==> config.mk <==
export PLATFORM = sky130hd
export DESIGN_NAME = ettc_top
export DESIGN_NICKNAME = d
export VERILOG_FILES = /design/src/ettc_pkg.sv /design/src/ettc_reg_if.sv /design/src/ettc_sync.sv /design/src/ettc_top.sv /design/src/ettc_wb_slave.sv
export VERILOG_INCLUDE_DIRS = /design/src
export SDC_FILE = /design/constraint.sdc
export NUM_CORES = 1
export LEC_CHECK = 0
export ABC_AREA = 1
export BUFFER_PORTS_ARGS = -buffer_cell sky130_fd_sc_hd__buf_2
export CAP_MARGIN = 10
export CORE_ASPECT_RATIO = 2
export CORE_MARGIN = 5
export CORE_UTILIZATION = 40
export CTS_CLUSTER_SIZE = 8
export DETAILED_ROUTE_END_ITERATION = 8
export PLACE_DENSITY_LB_ADDON = 0.25
export SYNTH_ARGS = -nofsm -noshare
export SYNTH_HDL_FRONTEND = slang
export SYNTH_SLANG_ARGS = --single-unit
==> constraint.sdc <==
create_clock -name clk_i -period 2.2 [get_ports clk_i]
set_clock_uncertainty 0.05 [all_clocks]
set_input_delay 0.11 -clock clk_i [delete_from_list [all_inputs] [get_ports clk_i]]
set_output_delay 0.11 -clock clk_i [all_outputs]
set_load 0.02 [all_outputs]
==> src/ettc_params.svh <==
// Offsets, field positions, reset values and tuning constants of the external trip control.
`ifndef ETTC_PARAMS_SVH
`define ETTC_PARAMS_SVH

// Register indexes; the byte address is four times the index.
`define ETTC_CTRL_IDX      16'h10EF
`define ETTC_SCI_MASK_IDX  16'h10F0
`define ETTC_SMI_MASK_IDX  16'h10F1
`define ETTC_SERR_MASK_IDX 16'h10F2
`define ETTC_INTR_MASK_IDX 16'h10F3
`define ETTC_IRQ_STAT_IDX  16'h10F4
`define ETTC_IRQ_EN_IDX    16'h10F5
`define ETTC_IRQ_CLR_IDX   16'h10F6

// Control and status register fields.
`define ETTC_EN_BIT        7
`define ETTC_THR_TYPE_BIT  6
`define ETTC_ACT2_BIT      5
`define ETTC_ACT1_BIT      4
`define ETTC_TI0_BIT       3
`define ETTC_TI1_BIT       2
`define ETTC_ROUTE_BIT     0

// Event mask fields, one bit per trip class.
`define ETTC_MASK_CAT_BIT  5
`define ETTC_MASK_HOT_BIT  4
`define ETTC_MASK_AUX0_BIT 0

// Interrupt status fields.
`define ETTC_IRQ_FIRST_BIT  0
`define ETTC_IRQ_SECOND_BIT 1

// Reset values.
`define ETTC_CTRL_RST      8'h00
`define ETTC_MASK_RST      8'h00
`define ETTC_IRQ_RST       2'h0

// Synchroniser depth.
`define ETTC_SYNC_STAGES   2

`endif

==> src/ettc_pkg.sv <==
// Types shared by the external trip control modules.
package ettc_pkg;

    typedef logic [7:0] ettc_byte_t;

    // One trip class set as seen by an internal sensor register set.
    typedef struct packed {
        logic cat;
        logic hot;
        logic aux0;
    } ettc_class_t;

endpackage

==> src/ettc_reg_if.sv <==
// Register access channel between the bus slave and the register file.
`timescale 1ns/10ps
`default_nettype none

interface ettc_reg_if #(
    parameter int AW = 16
);
    logic              wr_stb;
    logic [AW-1:0]     addr;
    ettc_pkg::ettc_byte_t wdata;
    ettc_pkg::ettc_byte_t rdata;

    modport slv (
        output wr_stb,
        output addr,
        output wdata,
        input  rdata
    );

    modport regs (
        input  wr_stb,
        input  addr,
        input  wdata,
        output rdata
    );
endinterface

`default_nettype wire

==> src/ettc_sync.sv <==
// Multi-stage level synchroniser for asynchronous pins.
`timescale 1ns/10ps
`default_nettype none

module ettc_sync #(
    parameter int          W      = 2,
    parameter int          STAGES = 2,
    parameter logic [31:0] RST_V  = 32'h0000_0003
) (
    // Clock and reset
    input  wire logic         clk_i,
    input  wire logic         rst_i,
    // Data
    input  wire logic [W-1:0] d_i,
    output logic      [W-1:0] q_o
);

    logic [W-1:0] stage_r [STAGES];

    initial begin
        if (STAGES < 2 || W < 1 || W > 32) begin
            $error("ettc_sync: unsupported W or STAGES");
        end
    end

    // Only the next stage reads each stage, so metastability cannot fan out.
    always_ff @(posedge clk_i) begin
        if (rst_i) begin
            for (int i = 0; i < STAGES; i++) begin
                stage_r[i] <= RST_V[W-1:0];
            end
        end else begin
            stage_r[0] <= d_i;
            for (int i = 1; i < STAGES; i++) begin
                stage_r[i] <= stage_r[i-1];
            end
        end
    end

    assign q_o = stage_r[STAGES-1];

endmodule

`default_nettype wire

==> src/ettc_top.sv <==
// External thermal trip control and status with Wishbone register access.
//
// Operation
// - Setting the enable bit 7 locks throttle type, both action selects and routing.
// - Only a hardware reset returns the enable and lock bit to zero.
// - Writing 0 to the enable bit once it is set leaves it at 1.
// - With the enable bit at 0 the trip pins drive only status bits 3 and 2, with 1 they are used.
// - A low level on either trip pin is an asserted trip that can start throttling.
// - An asserted trip raises SCI, SMI, SERR or INTR events through per-class masks.
// - Internal and external throttle requests are combined by a logical OR.
// - Throttle type bit 6 picks memory throttling at 0 and controller throttling at 1.
// - Action select bit 5 makes the second trip a hot trip at 0 and an aux0 trip at 1.
// - Action select bit 4 makes the first trip a catastrophic trip at 0 and hot at 1.
// - Status bits 3 and 2 read 1 while the first and second sensor report over limit.
// - Routing bit 0 steers trip effects to sensor set 1 at 0 and sensor set 2 at 1.
`include "ettc_params.svh"
`timescale 1ns/10ps
`default_nettype none

module ettc_top #(
    parameter int AW = 16
) (
    // Clock and reset
    input  wire logic                 clk_i,
    input  wire logic                 rst_i,
    // Wishbone slave
    input  wire logic                 wb_cyc_i,
    input  wire logic                 wb_stb_i,
    input  wire logic                 wb_we_i,
    input  wire logic [AW-1:0]        wb_adr_i,
    input  wire logic [3:0]           wb_sel_i,
    input  wire logic [31:0]          wb_dat_i,
    output logic      [31:0]          wb_dat_o,
    output logic                      wb_ack_o,
    // External sensor trip pins, active low
    input  wire logic                 ext_trip_pin_first_n_i,
    input  wire logic                 ext_trip_pin_second_n_i,
    // Internal sensor throttle requests
    input  wire logic                 int_mem_throttle_i,
    input  wire logic                 int_ctl_throttle_i,
    // Throttle requests
    output logic                      mem_throttle_o,
    output logic                      ctl_throttle_o,
    // Trip classes per internal sensor register set
    output ettc_pkg::ettc_class_t     sensor1_trip_o,
    output ettc_pkg::ettc_class_t     sensor2_trip_o,
    // Event message pulses
    output logic                      sci_evt_o,
    output logic                      smi_evt_o,
    output logic                      serr_evt_o,
    output logic                      intr_evt_o,
    // Interrupt
    output logic                      irq_o
);
    import ettc_pkg::*;

    initial begin
        if (AW < 16) begin
            $error("ettc_top: AW must be at least 16");
        end
    end

    // Byte address of a register from its index.
    function automatic logic [AW-1:0] reg_addr(input logic [15:0] idx);
        logic [AW-1:0] a;
        a = '0;
        a[15:0] = {idx[13:0], 2'b00};
        return a;
    endfunction

    // Whether an enabled class of a mask is active.
    function automatic logic class_hit(input ettc_byte_t mask, input ettc_class_t c);
        return (mask[`ETTC_MASK_CAT_BIT] & c.cat) |
               (mask[`ETTC_MASK_HOT_BIT] & c.hot) |
               (mask[`ETTC_MASK_AUX0_BIT] & c.aux0);
    endfunction

    ettc_reg_if #(.AW(AW)) rif ();

    ettc_wb_slave #(
        .AW (AW)
    ) u_wb (
        .clk_i    (clk_i),
        .rst_i    (rst_i),
        .wb_cyc_i (wb_cyc_i),
        .wb_stb_i (wb_stb_i),
        .wb_we_i  (wb_we_i),
        .wb_adr_i (wb_adr_i),
        .wb_sel_i (wb_sel_i),
        .wb_dat_i (wb_dat_i),
        .wb_dat_o (wb_dat_o),
        .wb_ack_o (wb_ack_o),
        .rif      (rif.slv)
    );

    // Pins idle high, so the synchroniser resets to the released level.
    logic [1:0] pins_n_s;

    ettc_sync #(
        .W      (2),
        .STAGES (`ETTC_SYNC_STAGES),
        .RST_V  (32'h0000_0003)
    ) u_sync (
        .clk_i (clk_i),
        .rst_i (rst_i),
        .d_i   ({ext_trip_pin_second_n_i, ext_trip_pin_first_n_i}),
        .q_o   (pins_n_s)
    );

    // Control register state.
    logic enable_r;
    logic thr_type_r;
    logic act2_r;
    logic act1_r;
    logic route_r;
    ettc_byte_t sci_mask_r;
    ettc_byte_t smi_mask_r;
    ettc_byte_t serr_mask_r;
    ettc_byte_t intr_mask_r;
    logic [1:0] irq_stat_r;
    logic [1:0] irq_en_r;

    logic wr_ctrl;
    logic wr_clr;
    assign wr_ctrl = rif.wr_stb && (rif.addr == reg_addr(`ETTC_CTRL_IDX));
    assign wr_clr  = rif.wr_stb && (rif.addr == reg_addr(`ETTC_IRQ_CLR_IDX));

    // The enable bit can only be set; it falls with reset alone.
    always_ff @(posedge clk_i) begin
        if (rst_i) begin
            enable_r <= 1'(`ETTC_CTRL_RST >> `ETTC_EN_BIT);
        end else if (wr_ctrl) begin
            enable_r <= enable_r | rif.wdata[`ETTC_EN_BIT];
        end
    end

    // The write that sets the enable bit still loads the lockable fields.
    always_ff @(posedge clk_i) begin
        if (rst_i) begin
            thr_type_r <= 1'b0;
            act2_r     <= 1'b0;
            act1_r     <= 1'b0;
            route_r    <= 1'b0;
        end else if (wr_ctrl && !enable_r) begin
            thr_type_r <= rif.wdata[`ETTC_THR_TYPE_BIT];
            act2_r     <= rif.wdata[`ETTC_ACT2_BIT];
            act1_r     <= rif.wdata[`ETTC_ACT1_BIT];
            route_r    <= rif.wdata[`ETTC_ROUTE_BIT];
        end
    end

    // Masks keep all eight bits for readback; only the catastrophic, hot and
    // aux0 positions reach the event logic, the rest are spare storage.
    always_ff @(posedge clk_i) begin
        if (rst_i) begin
            sci_mask_r  <= `ETTC_MASK_RST;
            smi_mask_r  <= `ETTC_MASK_RST;
            serr_mask_r <= `ETTC_MASK_RST;
            intr_mask_r <= `ETTC_MASK_RST;
            irq_en_r    <= `ETTC_IRQ_RST;
        end else if (rif.wr_stb) begin
            if (rif.addr == reg_addr(`ETTC_SCI_MASK_IDX)) begin
                sci_mask_r <= rif.wdata;
            end else if (rif.addr == reg_addr(`ETTC_SMI_MASK_IDX)) begin
                smi_mask_r <= rif.wdata;
            end else if (rif.addr == reg_addr(`ETTC_SERR_MASK_IDX)) begin
                serr_mask_r <= rif.wdata;
            end else if (rif.addr == reg_addr(`ETTC_INTR_MASK_IDX)) begin
                intr_mask_r <= rif.wdata;
            end else if (rif.addr == reg_addr(`ETTC_IRQ_EN_IDX)) begin
                irq_en_r <= rif.wdata[1:0];
            end
        end
    end

    // Trip detection and class mapping.
    logic raw_first;
    logic raw_second;
    logic trip_first;
    logic trip_second;
    ettc_class_t cls;
    logic ext_throttle;

    assign raw_first   = ~pins_n_s[0];
    assign raw_second  = ~pins_n_s[1];
    assign trip_first  = enable_r & raw_first;
    assign trip_second = enable_r & raw_second;

    assign cls.cat  = trip_first & ~act1_r;
    assign cls.hot  = (trip_first & act1_r) | (trip_second & ~act2_r);
    assign cls.aux0 = trip_second & act2_r;
    assign ext_throttle = cls.cat | cls.hot | cls.aux0;

    // Internal requests go straight into the OR, so a disabled or locked
    // external path can never mask a request from an internal sensor.
    always_ff @(posedge clk_i) begin
        if (rst_i) begin
            mem_throttle_o <= 1'b0;
            ctl_throttle_o <= 1'b0;
        end else begin
            mem_throttle_o <= (ext_throttle & ~thr_type_r) | int_mem_throttle_i;
            ctl_throttle_o <= (ext_throttle & thr_type_r) | int_ctl_throttle_i;
        end
    end

    always_ff @(posedge clk_i) begin
        if (rst_i) begin
            sensor1_trip_o <= '0;
            sensor2_trip_o <= '0;
        end else begin
            sensor1_trip_o <= route_r ? '0 : cls;
            sensor2_trip_o <= route_r ? cls : '0;
        end
    end

    // Events fire once per new class assertion rather than every cycle a
    // trip stays active, so a held pin does not flood the message path.
    ettc_class_t cls_prev_r;
    ettc_class_t cls_rise;
    assign cls_rise = cls & ~cls_prev_r;

    always_ff @(posedge clk_i) begin
        if (rst_i) begin
            cls_prev_r <= '0;
            sci_evt_o  <= 1'b0;
            smi_evt_o  <= 1'b0;
            serr_evt_o <= 1'b0;
            intr_evt_o <= 1'b0;
        end else begin
            cls_prev_r <= cls;
            sci_evt_o  <= class_hit(sci_mask_r, cls_rise);
            smi_evt_o  <= class_hit(smi_mask_r, cls_rise);
            serr_evt_o <= class_hit(serr_mask_r, cls_rise);
            intr_evt_o <= class_hit(intr_mask_r, cls_rise);
        end
    end

    // Sticky interrupt status; a new trip in the clearing cycle survives.
    logic trip_first_prev_r;
    logic trip_second_prev_r;
    logic [1:0] irq_set;
    logic [1:0] irq_clr;

    assign irq_set[`ETTC_IRQ_FIRST_BIT]  = trip_first & ~trip_first_prev_r;
    assign irq_set[`ETTC_IRQ_SECOND_BIT] = trip_second & ~trip_second_prev_r;
    assign irq_clr = wr_clr ? rif.wdata[1:0] : 2'h0;

    always_ff @(posedge clk_i) begin
        if (rst_i) begin
            trip_first_prev_r  <= 1'b0;
            trip_second_prev_r <= 1'b0;
            irq_stat_r         <= `ETTC_IRQ_RST;
        end else begin
            trip_first_prev_r  <= trip_first;
            trip_second_prev_r <= trip_second;
            irq_stat_r         <= (irq_stat_r & ~irq_clr) | irq_set;
        end
    end

    // The line follows the status as it stands after this edge, so a clear
    // drops it at once while a trip in the same cycle still raises it.
    always_ff @(posedge clk_i) begin
        if (rst_i) begin
            irq_o <= 1'b0;
        end else begin
            irq_o <= |(((irq_stat_r & ~irq_clr) | irq_set) & irq_en_r);
        end
    end

    // Read multiplexer. The trip indicators show the synchronised pin level
    // even while the inputs are disabled, so software can watch a sensor
    // before it commits the one-time lock.
    ettc_byte_t ctrl_rd;
    always_comb begin
        ctrl_rd = 8'h00;
        ctrl_rd[`ETTC_EN_BIT]       = enable_r;
        ctrl_rd[`ETTC_THR_TYPE_BIT] = thr_type_r;
        ctrl_rd[`ETTC_ACT2_BIT]     = act2_r;
        ctrl_rd[`ETTC_ACT1_BIT]     = act1_r;
        ctrl_rd[`ETTC_TI0_BIT]   = raw_first;
        ctrl_rd[`ETTC_TI1_BIT]   = raw_second;
        ctrl_rd[`ETTC_ROUTE_BIT] = route_r;
    end

    always_comb begin
        if (rif.addr == reg_addr(`ETTC_CTRL_IDX)) begin
            rif.rdata = ctrl_rd;
        end else if (rif.addr == reg_addr(`ETTC_SCI_MASK_IDX)) begin
            rif.rdata = sci_mask_r;
        end else if (rif.addr == reg_addr(`ETTC_SMI_MASK_IDX)) begin
            rif.rdata = smi_mask_r;
        end else if (rif.addr == reg_addr(`ETTC_SERR_MASK_IDX)) begin
            rif.rdata = serr_mask_r;
        end else if (rif.addr == reg_addr(`ETTC_INTR_MASK_IDX)) begin
            rif.rdata = intr_mask_r;
        end else if (rif.addr == reg_addr(`ETTC_IRQ_STAT_IDX)) begin
            rif.rdata = {6'h00, irq_stat_r};
        end else if (rif.addr == reg_addr(`ETTC_IRQ_EN_IDX)) begin
            rif.rdata = {6'h00, irq_en_r};
        end else begin
            rif.rdata = 8'h00;
        end
    end

endmodule

`default_nettype wire

==> src/ettc_wb_slave.sv <==
// Classic Wishbone slave front end that turns bus cycles into register strobes.
`timescale 1ns/10ps
`default_nettype none

module ettc_wb_slave #(
    parameter int AW = 16
) (
    // Clock and reset
    input  wire logic          clk_i,
    input  wire logic          rst_i,
    // Wishbone
    input  wire logic          wb_cyc_i,
    input  wire logic          wb_stb_i,
    input  wire logic          wb_we_i,
    input  wire logic [AW-1:0] wb_adr_i,
    input  wire logic [3:0]    wb_sel_i,
    input  wire logic [31:0]   wb_dat_i,
    output logic      [31:0]   wb_dat_o,
    output logic               wb_ack_o,
    // Register side
    ettc_reg_if.slv            rif
);
    import ettc_pkg::*;

    logic req;
    logic ack_r;
    logic [31:0] dat_r;

    // The ack is withheld in the cycle after it was given, so one request is
    // never answered twice while the master releases it.
    assign req        = wb_cyc_i & wb_stb_i & ~ack_r;
    assign rif.addr   = wb_adr_i;
    assign rif.wdata  = wb_dat_i[7:0];
    assign rif.wr_stb = req & wb_we_i & wb_sel_i[0];

    always_ff @(posedge clk_i) begin
        if (rst_i) begin
            ack_r <= 1'b0;
        end else begin
            ack_r <= req;
        end
    end

    always_ff @(posedge clk_i) begin
        if (rst_i) begin
            dat_r <= 32'h0000_0000;
        end else if (req && !wb_we_i) begin
            dat_r <= {24'h00_0000, rif.rdata};
        end
    end

    assign wb_ack_o = ack_r;
    assign wb_dat_o = dat_r;

endmodule

`default_nettype wire

==> impl_metrics.json, run 1 <==
{
  "startpoint_type": "register",
  "synth_area_per_cell_um2": 7.75,
  "cts.htree.levels": 3,
  "grt_pass1_wl_mm": 13.6,
  "crit_end": "irq_o$_SDFF_PP0_",
  "die_area_um2": 10400,
  "drc": 0,
  "cts_tree": "done",
  "seq_area_um2": 1440,
  "num_rows": 47,
  "stdcell_count": 592,
  "viasPerCell": 4.93,
  "ios": 107,
  "clockRootBuffer": "clkbuf_16",
  "cts_hold_buffers": 4,
  "grt_max_degree": 39,
  "max_cap_violations": 0,
  "dp_hpwl_mm": 6.61,
  "reg2reg_slack_ps": 470,
  "place_inst": 572,
  "area_growth_pct": 18.3,
  "hold_viol_final": 0,
  "synth-seq-cells": 72,
  "drtPass1Iterations": 4,
  "clock.fmax_mhz": 579,
  "finalSetupViolCount": 0,
  "netlist_area_um2": 3330,
  "r2r_cells": 8,
  "ant_nets": 0,
  "start_util": 0.405,
  "hold_ws_ps": 31.5,
  "ys_types": 36,
  "grt_pass1_vias": 2835,
  "met3WireLength_um": 507,
  "p_per_area_nw_per_um2": 784,
  "ys_seq_area_frac": 0.432,
  "hold_class": "input port to register",
  "worst-path-max-fanout": 6,
  "crit_required_ps": 2380,
  "rsz0062_at_grt": "no",
  "die_w_um": 74.6,
  "drive_gt1_frac": 0.215,
  "multiInputGateArea_um2": 1510,
  "reg2reg_to": "irq_o$_SDFF_PP0_",
  "ys.warnings.count": 0,
  "status": "finished, final reports clean",
  "crit_type": "register to register",
  "gp_congestion": 0.849,
  "dpl_worst_slack_ps": 411,
  "syn_inst": 430,
  "coreArea_um2": 8230,
  "grt.overflow.total": 0,
  "cts_made_buffers": 9,
  "ir_drop_mv": 0.373,
  "drt_iter0_drc": 197,
  "cts_resized": 0,
  "drt-met1-wl_mm": 2.96,
  "antenna_found_initial": 0,
  "io_buffers": 55,
  "top_layer_used": "met4",
  "layout_setup_ws_ps": 472,
  "cellLeakagePower_nw": 1.88,
  "clock_latency_ps": 330,
  "min_period_over_period": 0.786,
  "startpoint": "u_wb.wb_ack_o$_SDFF_PP0_",
  "timing.final.crit_period_ps": 1730,
  "met2_length_mm": 4.82,
  "avgRoutedWirePerCell_um": 14.5,
  "grt_usage": 0.172,
  "arrival_ps": 1910,
  "fin_nets": 550,
  "antennaDiodeCount": 0,
  "cts_max_path_buffers": 2,
  "die_y_um": 139,
  "dr_total_vias": 2916,
  "slew_violations": 0,
  "end_kind": "register",
  "routed_wl_mm": 8.58,
  "clock-sinks": 72,
  "cts.clk_slew.worst_paths_ps": 60,
  "fin_setup_tns_ps": 0,
  "post-route-util": 0.479,
  "post_cts.repair.setup_buffers": 0,
  "fillerInstances": 849,
  "rr_startpoint": "u_wb.wb_ack_o$_SDFF_PP0_"
}
==> layout make-up <==
class                   instances  area share
flip-flops and latches         72       0.365
repair buffers                 63      0.0875
inverters                      51      0.0498
clock buffers                   9      0.0571
multi-input cells             292       0.383
well taps                      98      0.0311
clock inverters                 7      0.0260
==> worst min-delay path by stage <==
stage	depth (start not counted)	from	endpoint
3_5_place_dp	2	ext_trip_pin_second_n_i	u_sync.stage_r[0][1]$_SDFF_PP1_
2_1_floorplan	1	ext_trip_pin_first_n_i	u_sync.stage_r[0][0]$_SDFF_PP1_
3_3_place_gp	2	ext_trip_pin_second_n_i	u_sync.stage_r[0][1]$_SDFF_PP1_
5_1_grt	3	wb_dat_i[3]	sci_mask_r[3]$_SDFFE_PP0P_
6_report	3	wb_dat_i[7]	enable_r$_SDFFE_PP0P_
4_1_cts	3	wb_dat_i[1]	sci_mask_r[1]$_SDFFE_PP0P_
==> cells in the mapped netlist <==
cell type | n | area [um^2]
a211oi_1 | 8 | 60.1
a21oi_1 | 38 | 190
a21oi_2 | 2 | 17.5
a31oi_1 | 4 | 25.0
and2_1 | 2 | 12.5
and3b_1 | 1 | 8.76
buf_2 | 1 | 5.00
buf_4 | 25 | 188
buf_6 | 3 | 33.8
buf_8 | 1 | 15.0
clkbuf_1 | 8 | 30.0
conb_1 | 1 | 3.75
dfxtp_1 | 72 | 1440
inv_1 | 48 | 180
inv_2 | 1 | 3.75
inv_4 | 2 | 12.5
nand2_1 | 65 | 244
nand2_2 | 2 | 12.5
nand2_4 | 2 | 22.5
nand2_8 | 1 | 20.0
nand3_1 | 19 | 95.1
nand3b_1 | 1 | 7.51
nand4_1 | 11 | 68.8
nor2_1 | 44 | 165
nor2_2 | 3 | 18.8
nor2_4 | 4 | 45.0
nor2_8 | 4 | 80.1
nor4_1 | 1 | 6.26
o2111ai_1 | 1 | 8.76
o211ai_1 | 1 | 7.51
o21a_1 | 2 | 15.0
o21ai_0 | 35 | 175
o21ai_1 | 3 | 15.0
o21ai_2 | 5 | 43.8
o22ai_1 | 4 | 25.0
or2_2 | 5 | 31.3
==> per-stage QoR <==
stage | power (mW) | instance area (um^2)
2_1_floorplan | 1.50 | 3420
3_3_place_gp | 1.53 | 3580
3_5_place_dp | 1.53 | 3580
4_1_cts | 3.12 | 3950
5_1_grt | 3.19 | 3950
6_report | 3.09 | 3950
==> placed cells by master, fill, tap and decap left out, drive strengths merged <==
master / n
o2111ai: 1
o21ai: 43
dlygate4sd3: 4
nand3: 19
a31oi: 4
inv: 53
nand4: 11
buf: 59
nand3b: 1
and2: 2
o22ai: 4
dfxtp: 72
nor2: 55
clkbuf: 9
conb: 24
or2: 5
and3b: 1
clkinv: 3
o21a: 2
nor4: 1
nand2: 70
a21oi: 40
o211ai: 1
a211oi: 8
bufinv: 2
==> layer usage <==
metal	global-route usage	up-vias
li1	-	1476
met1	0.172	1334
met2	0.319	86
met3	0.0414	20
met4	0.0704	0
met5	0	-
==> state kept, by name (all words and copies together), names as in the netlist, 2 cells and up <==
name	flops
u_sync.stage_r	4
irq_stat_r	2
sci_mask_r	8
sensor1_trip_o	3
sensor2_trip_o	3
u_wb.wb_dat_o	8
serr_mask_r	8
irq_en_r	2
intr_mask_r	8
smi_mask_r	8
cls_prev_r	3
==> cell families (layout without fill, tap and decap cells) <==
logic type	count (synthesis)	after routing	synth area share
simple gates	165	165	0.251
flops	72	72	0.432
other cells	1	24	0.00112
compound gates	103	103	0.175
buf+inv	89	130	0.140
==> where the power goes <==
part | total [mW] | switching, mW | internal, mW | leakage, nW
Sequential | 1.32 | 0.00422 | 1.32 | 0.582
Combinational | 0.188 | 0.133 | 0.0547 | 1.13
Clock | 1.59 | 0.580 | 1.01 | 0.162
==> critical path, stage by stage (launching register included) <==
cell and delay [ps]:
dfxtp_1 300, nand3b_1 230, nor2_4 310, nand4_1 190
o21ai_0 210, o21ai_1 90, and2_1 150, nand2_1 50
nand2_1 40
No activity file was read; power rests on OpenSTA's default activity.
==> inputs of run 2 (changes only) <==
==> constraint.sdc (replaced) <==
create_clock -name clk_i -period 1.58 [get_ports clk_i]
set_clock_uncertainty 0.05 [all_clocks]
set_input_delay 0.079 -clock clk_i [delete_from_list [all_inputs] [get_ports clk_i]]
set_output_delay 0.079 -clock clk_i [all_outputs]
set_load 0.02 [all_outputs]
==> impl_metrics.json, run 2 (synthesized netlist as in run 1, its figures left out) <==
{
  "status": "complete, but fails checks",
  "violations": "setup timing",
  "start_util": 0.405,
  "crit_type": "register to register",
  "mostFrequentLayoutCell": "dfxtp_1",
  "min_to": "sci_mask_r[5]$_SDFFE_PP0P_",
  "hp-start": "wb_dat_i[5]",
  "post-route-util": 0.520,
  "hold_depth": 3,
  "seqPwrFrac": 0.463,
  "gp_congestion": 0.852,
  "grt_max_degree": 39,
  "grt_usage": 0.179,
  "final_cell_mix": "dfxtp_1, nand2_1, buf_2, inv_1, nor2_1",
  "worst-path-max-fanout": 5,
  "avgRoutedWirePerCell_um": 14.3,
  "coreArea_um2": 8230,
  "reg2reg_slack_ps": -10,
  "clock_latency_ps": 340,
  "die_w_um": 74.6,
  "drt_iter0_drc": 128,
  "intPower_mw": 2.99,
  "p_per_area_nw_per_um2": 928,
  "hold_class": "input port to register",
  "grt_pass1_wl_mm": 14.0,
  "rr_startpoint": "u_wb.wb_ack_o$_SDFF_PP0_",
  "drc": 0,
  "timing.final.crit_period_ps": 1590,
  "cts_made_buffers": 9,
  "antenna_found_initial": 0,
  "arrival_ps": 1750,
  "layout_setup_ws_ps": -10.0,
  "grt.overflow.total": 0,
  "reg2reg_to": "thr_type_r$_SDFFE_PP0P_",
  "p_switching_mw": 0.983,
  "cts.htree.levels": 3,
  "fin_nets": 584,
  "crit_required_ps": 1740,
  "area_growth_pct": 28.3,
  "io_buffers": 55,
  "min_period_over_period": 1.01,
  "finalSetupViolCount": 2,
  "die_y_um": 139,
  "rsz0062_at_grt": "yes",
  "fin_setup_tns_ps": -12.5,
  "startpoint_type": "register",
  "grt_pass1_vias": 3048,
  "num_rows": 47,
  "ios": 107,
  "clockRootBuffer": "clkbuf_16",
  "r2r_cells": 5,
  "cts_max_path_buffers": 2,
  "fillerInstances": 823,
  "die_area_um2": 10400,
  "cellLeakagePower_nw": 2.03,
  "cts.clk_slew.worst_paths_ps": 60,
  "clock.fmax_mhz": 629,
  "hold_viol_final": 0,
  "dr_total_vias": 3112,
  "cts_tree": "done",
  "ir_drop_mv": 0.627,
  "ant_nets": 0,
  "antennaDiodeCount": 0,
  "routed_wl_mm": 8.98,
  "viasPerCell": 4.97,
  "drtPass1Iterations": 6,
  "drive_gt1_frac": 0.282,
  "slew_violations": 0,
  "end_kind": "register",
  "pwr-share-clk": 0.464,
  "comb_power_share": 0.073,
  "clock-sinks": 72,
  "dp_hpwl_mm": 6.92,
  "swShare": 0.248,
  "max_cap_violations": 0
}
==> run 2: cell type report <==
class	instances	area, um^2	share of cell area
well taps	98	123	0.0287
repair buffers	97	671	0.157
inverters	51	196	0.0459
multi-input cells	292	1570	0.368
clock inverters	7	46.3	0.0108
flip-flops and latches	72	1440	0.337
clock buffers	9	225	0.0526
==> run 2: routing by layer <==
| metal | wire length, um | GRT usage |
|---|---|---|
| met5 | 0 | 0 |
| met4 | 353 | 0.0976 |
| met3 | 408 | 0.0363 |
| met2 | 5160 | 0.344 |
| met1 | 3060 | 0.162 |
==> run 2: through the flow <==
stage | instance area [um^2] | total power, mW | hold WS, ps | instances | setup slack (ps)
floorplan | 3420 | 2.08 | 133 | 453 | 21.3
global placement | 3770 | 2.14 | 214 | 595 | -31.2
detailed placement | 3770 | 2.14 | 218 | 595 | -52.5
CTS | 4160 | 4.00 | 6.37 | 622 | -19.0
global route | 4280 | 4.11 | 33.6 | 626 | -88.3
finish | 4280 | 3.97 | 26.1 | 626 | -10.0
==> run 2: timing repair <==
| action | in CTS | in global routing |
|---|---|---|
| hold buffers | 10 | 0 |
| resized for setup | 3 | 31 |
| endpoints found under the hold margin | 12 | 0 |
| setup buffers | 1 | 4 |
| setup endpoints to repair | 3 | 38 |
| pin swaps | 2 | 4 |
==> run 2: how the worst max path moves through the flow <==
| stage | startpoint | endpoint | depth (start not counted) |
|---|---|---|---|
| global route | u_wb.wb_ack_o$_SDFF_PP0_ | serr_mask_r[3]$_SDFFE_PP0P_ | 8 |
| floorplan | u_wb.wb_ack_o$_SDFF_PP0_ | irq_o$_SDFF_PP0_ | 8 |
| CTS | u_wb.wb_ack_o$_SDFF_PP0_ | intr_mask_r[4]$_SDFFE_PP0P_ | 8 |
| finish | u_wb.wb_ack_o$_SDFF_PP0_ | thr_type_r$_SDFFE_PP0P_ | 5 |
| detailed placement | wb_adr_i[11] | u_wb.wb_dat_o[2]$_SDFFE_PP0P_ | 9 |
| global placement | wb_adr_i[11] | u_wb.wb_dat_o[2]$_SDFFE_PP0P_ | 9 |
==> run 2: worst max-delay path, stage by stage (launching register included) <==
cell      delay, ps
dfxtp_2         310
nand3b_1        220
nor2_4          230
nand4_1         250
o21ai_0         350
a21oi_1          70
==> run 2: power by group through the flow <==
| stage | Sequential, mW | Clock, mW | Combinational (mW) |
|---|---|---|---|
| 2_1_floorplan | 1.89 | 0 | 0.191 |
| 3_3_place_gp | 1.88 | 0 | 0.259 |
| 3_5_place_dp | 1.88 | 0 | 0.263 |
| 4_1_cts | 1.84 | 1.88 | 0.285 |
| 5_1_grt | 1.84 | 1.96 | 0.318 |
| 6_report | 1.84 | 1.84 | 0.291 |
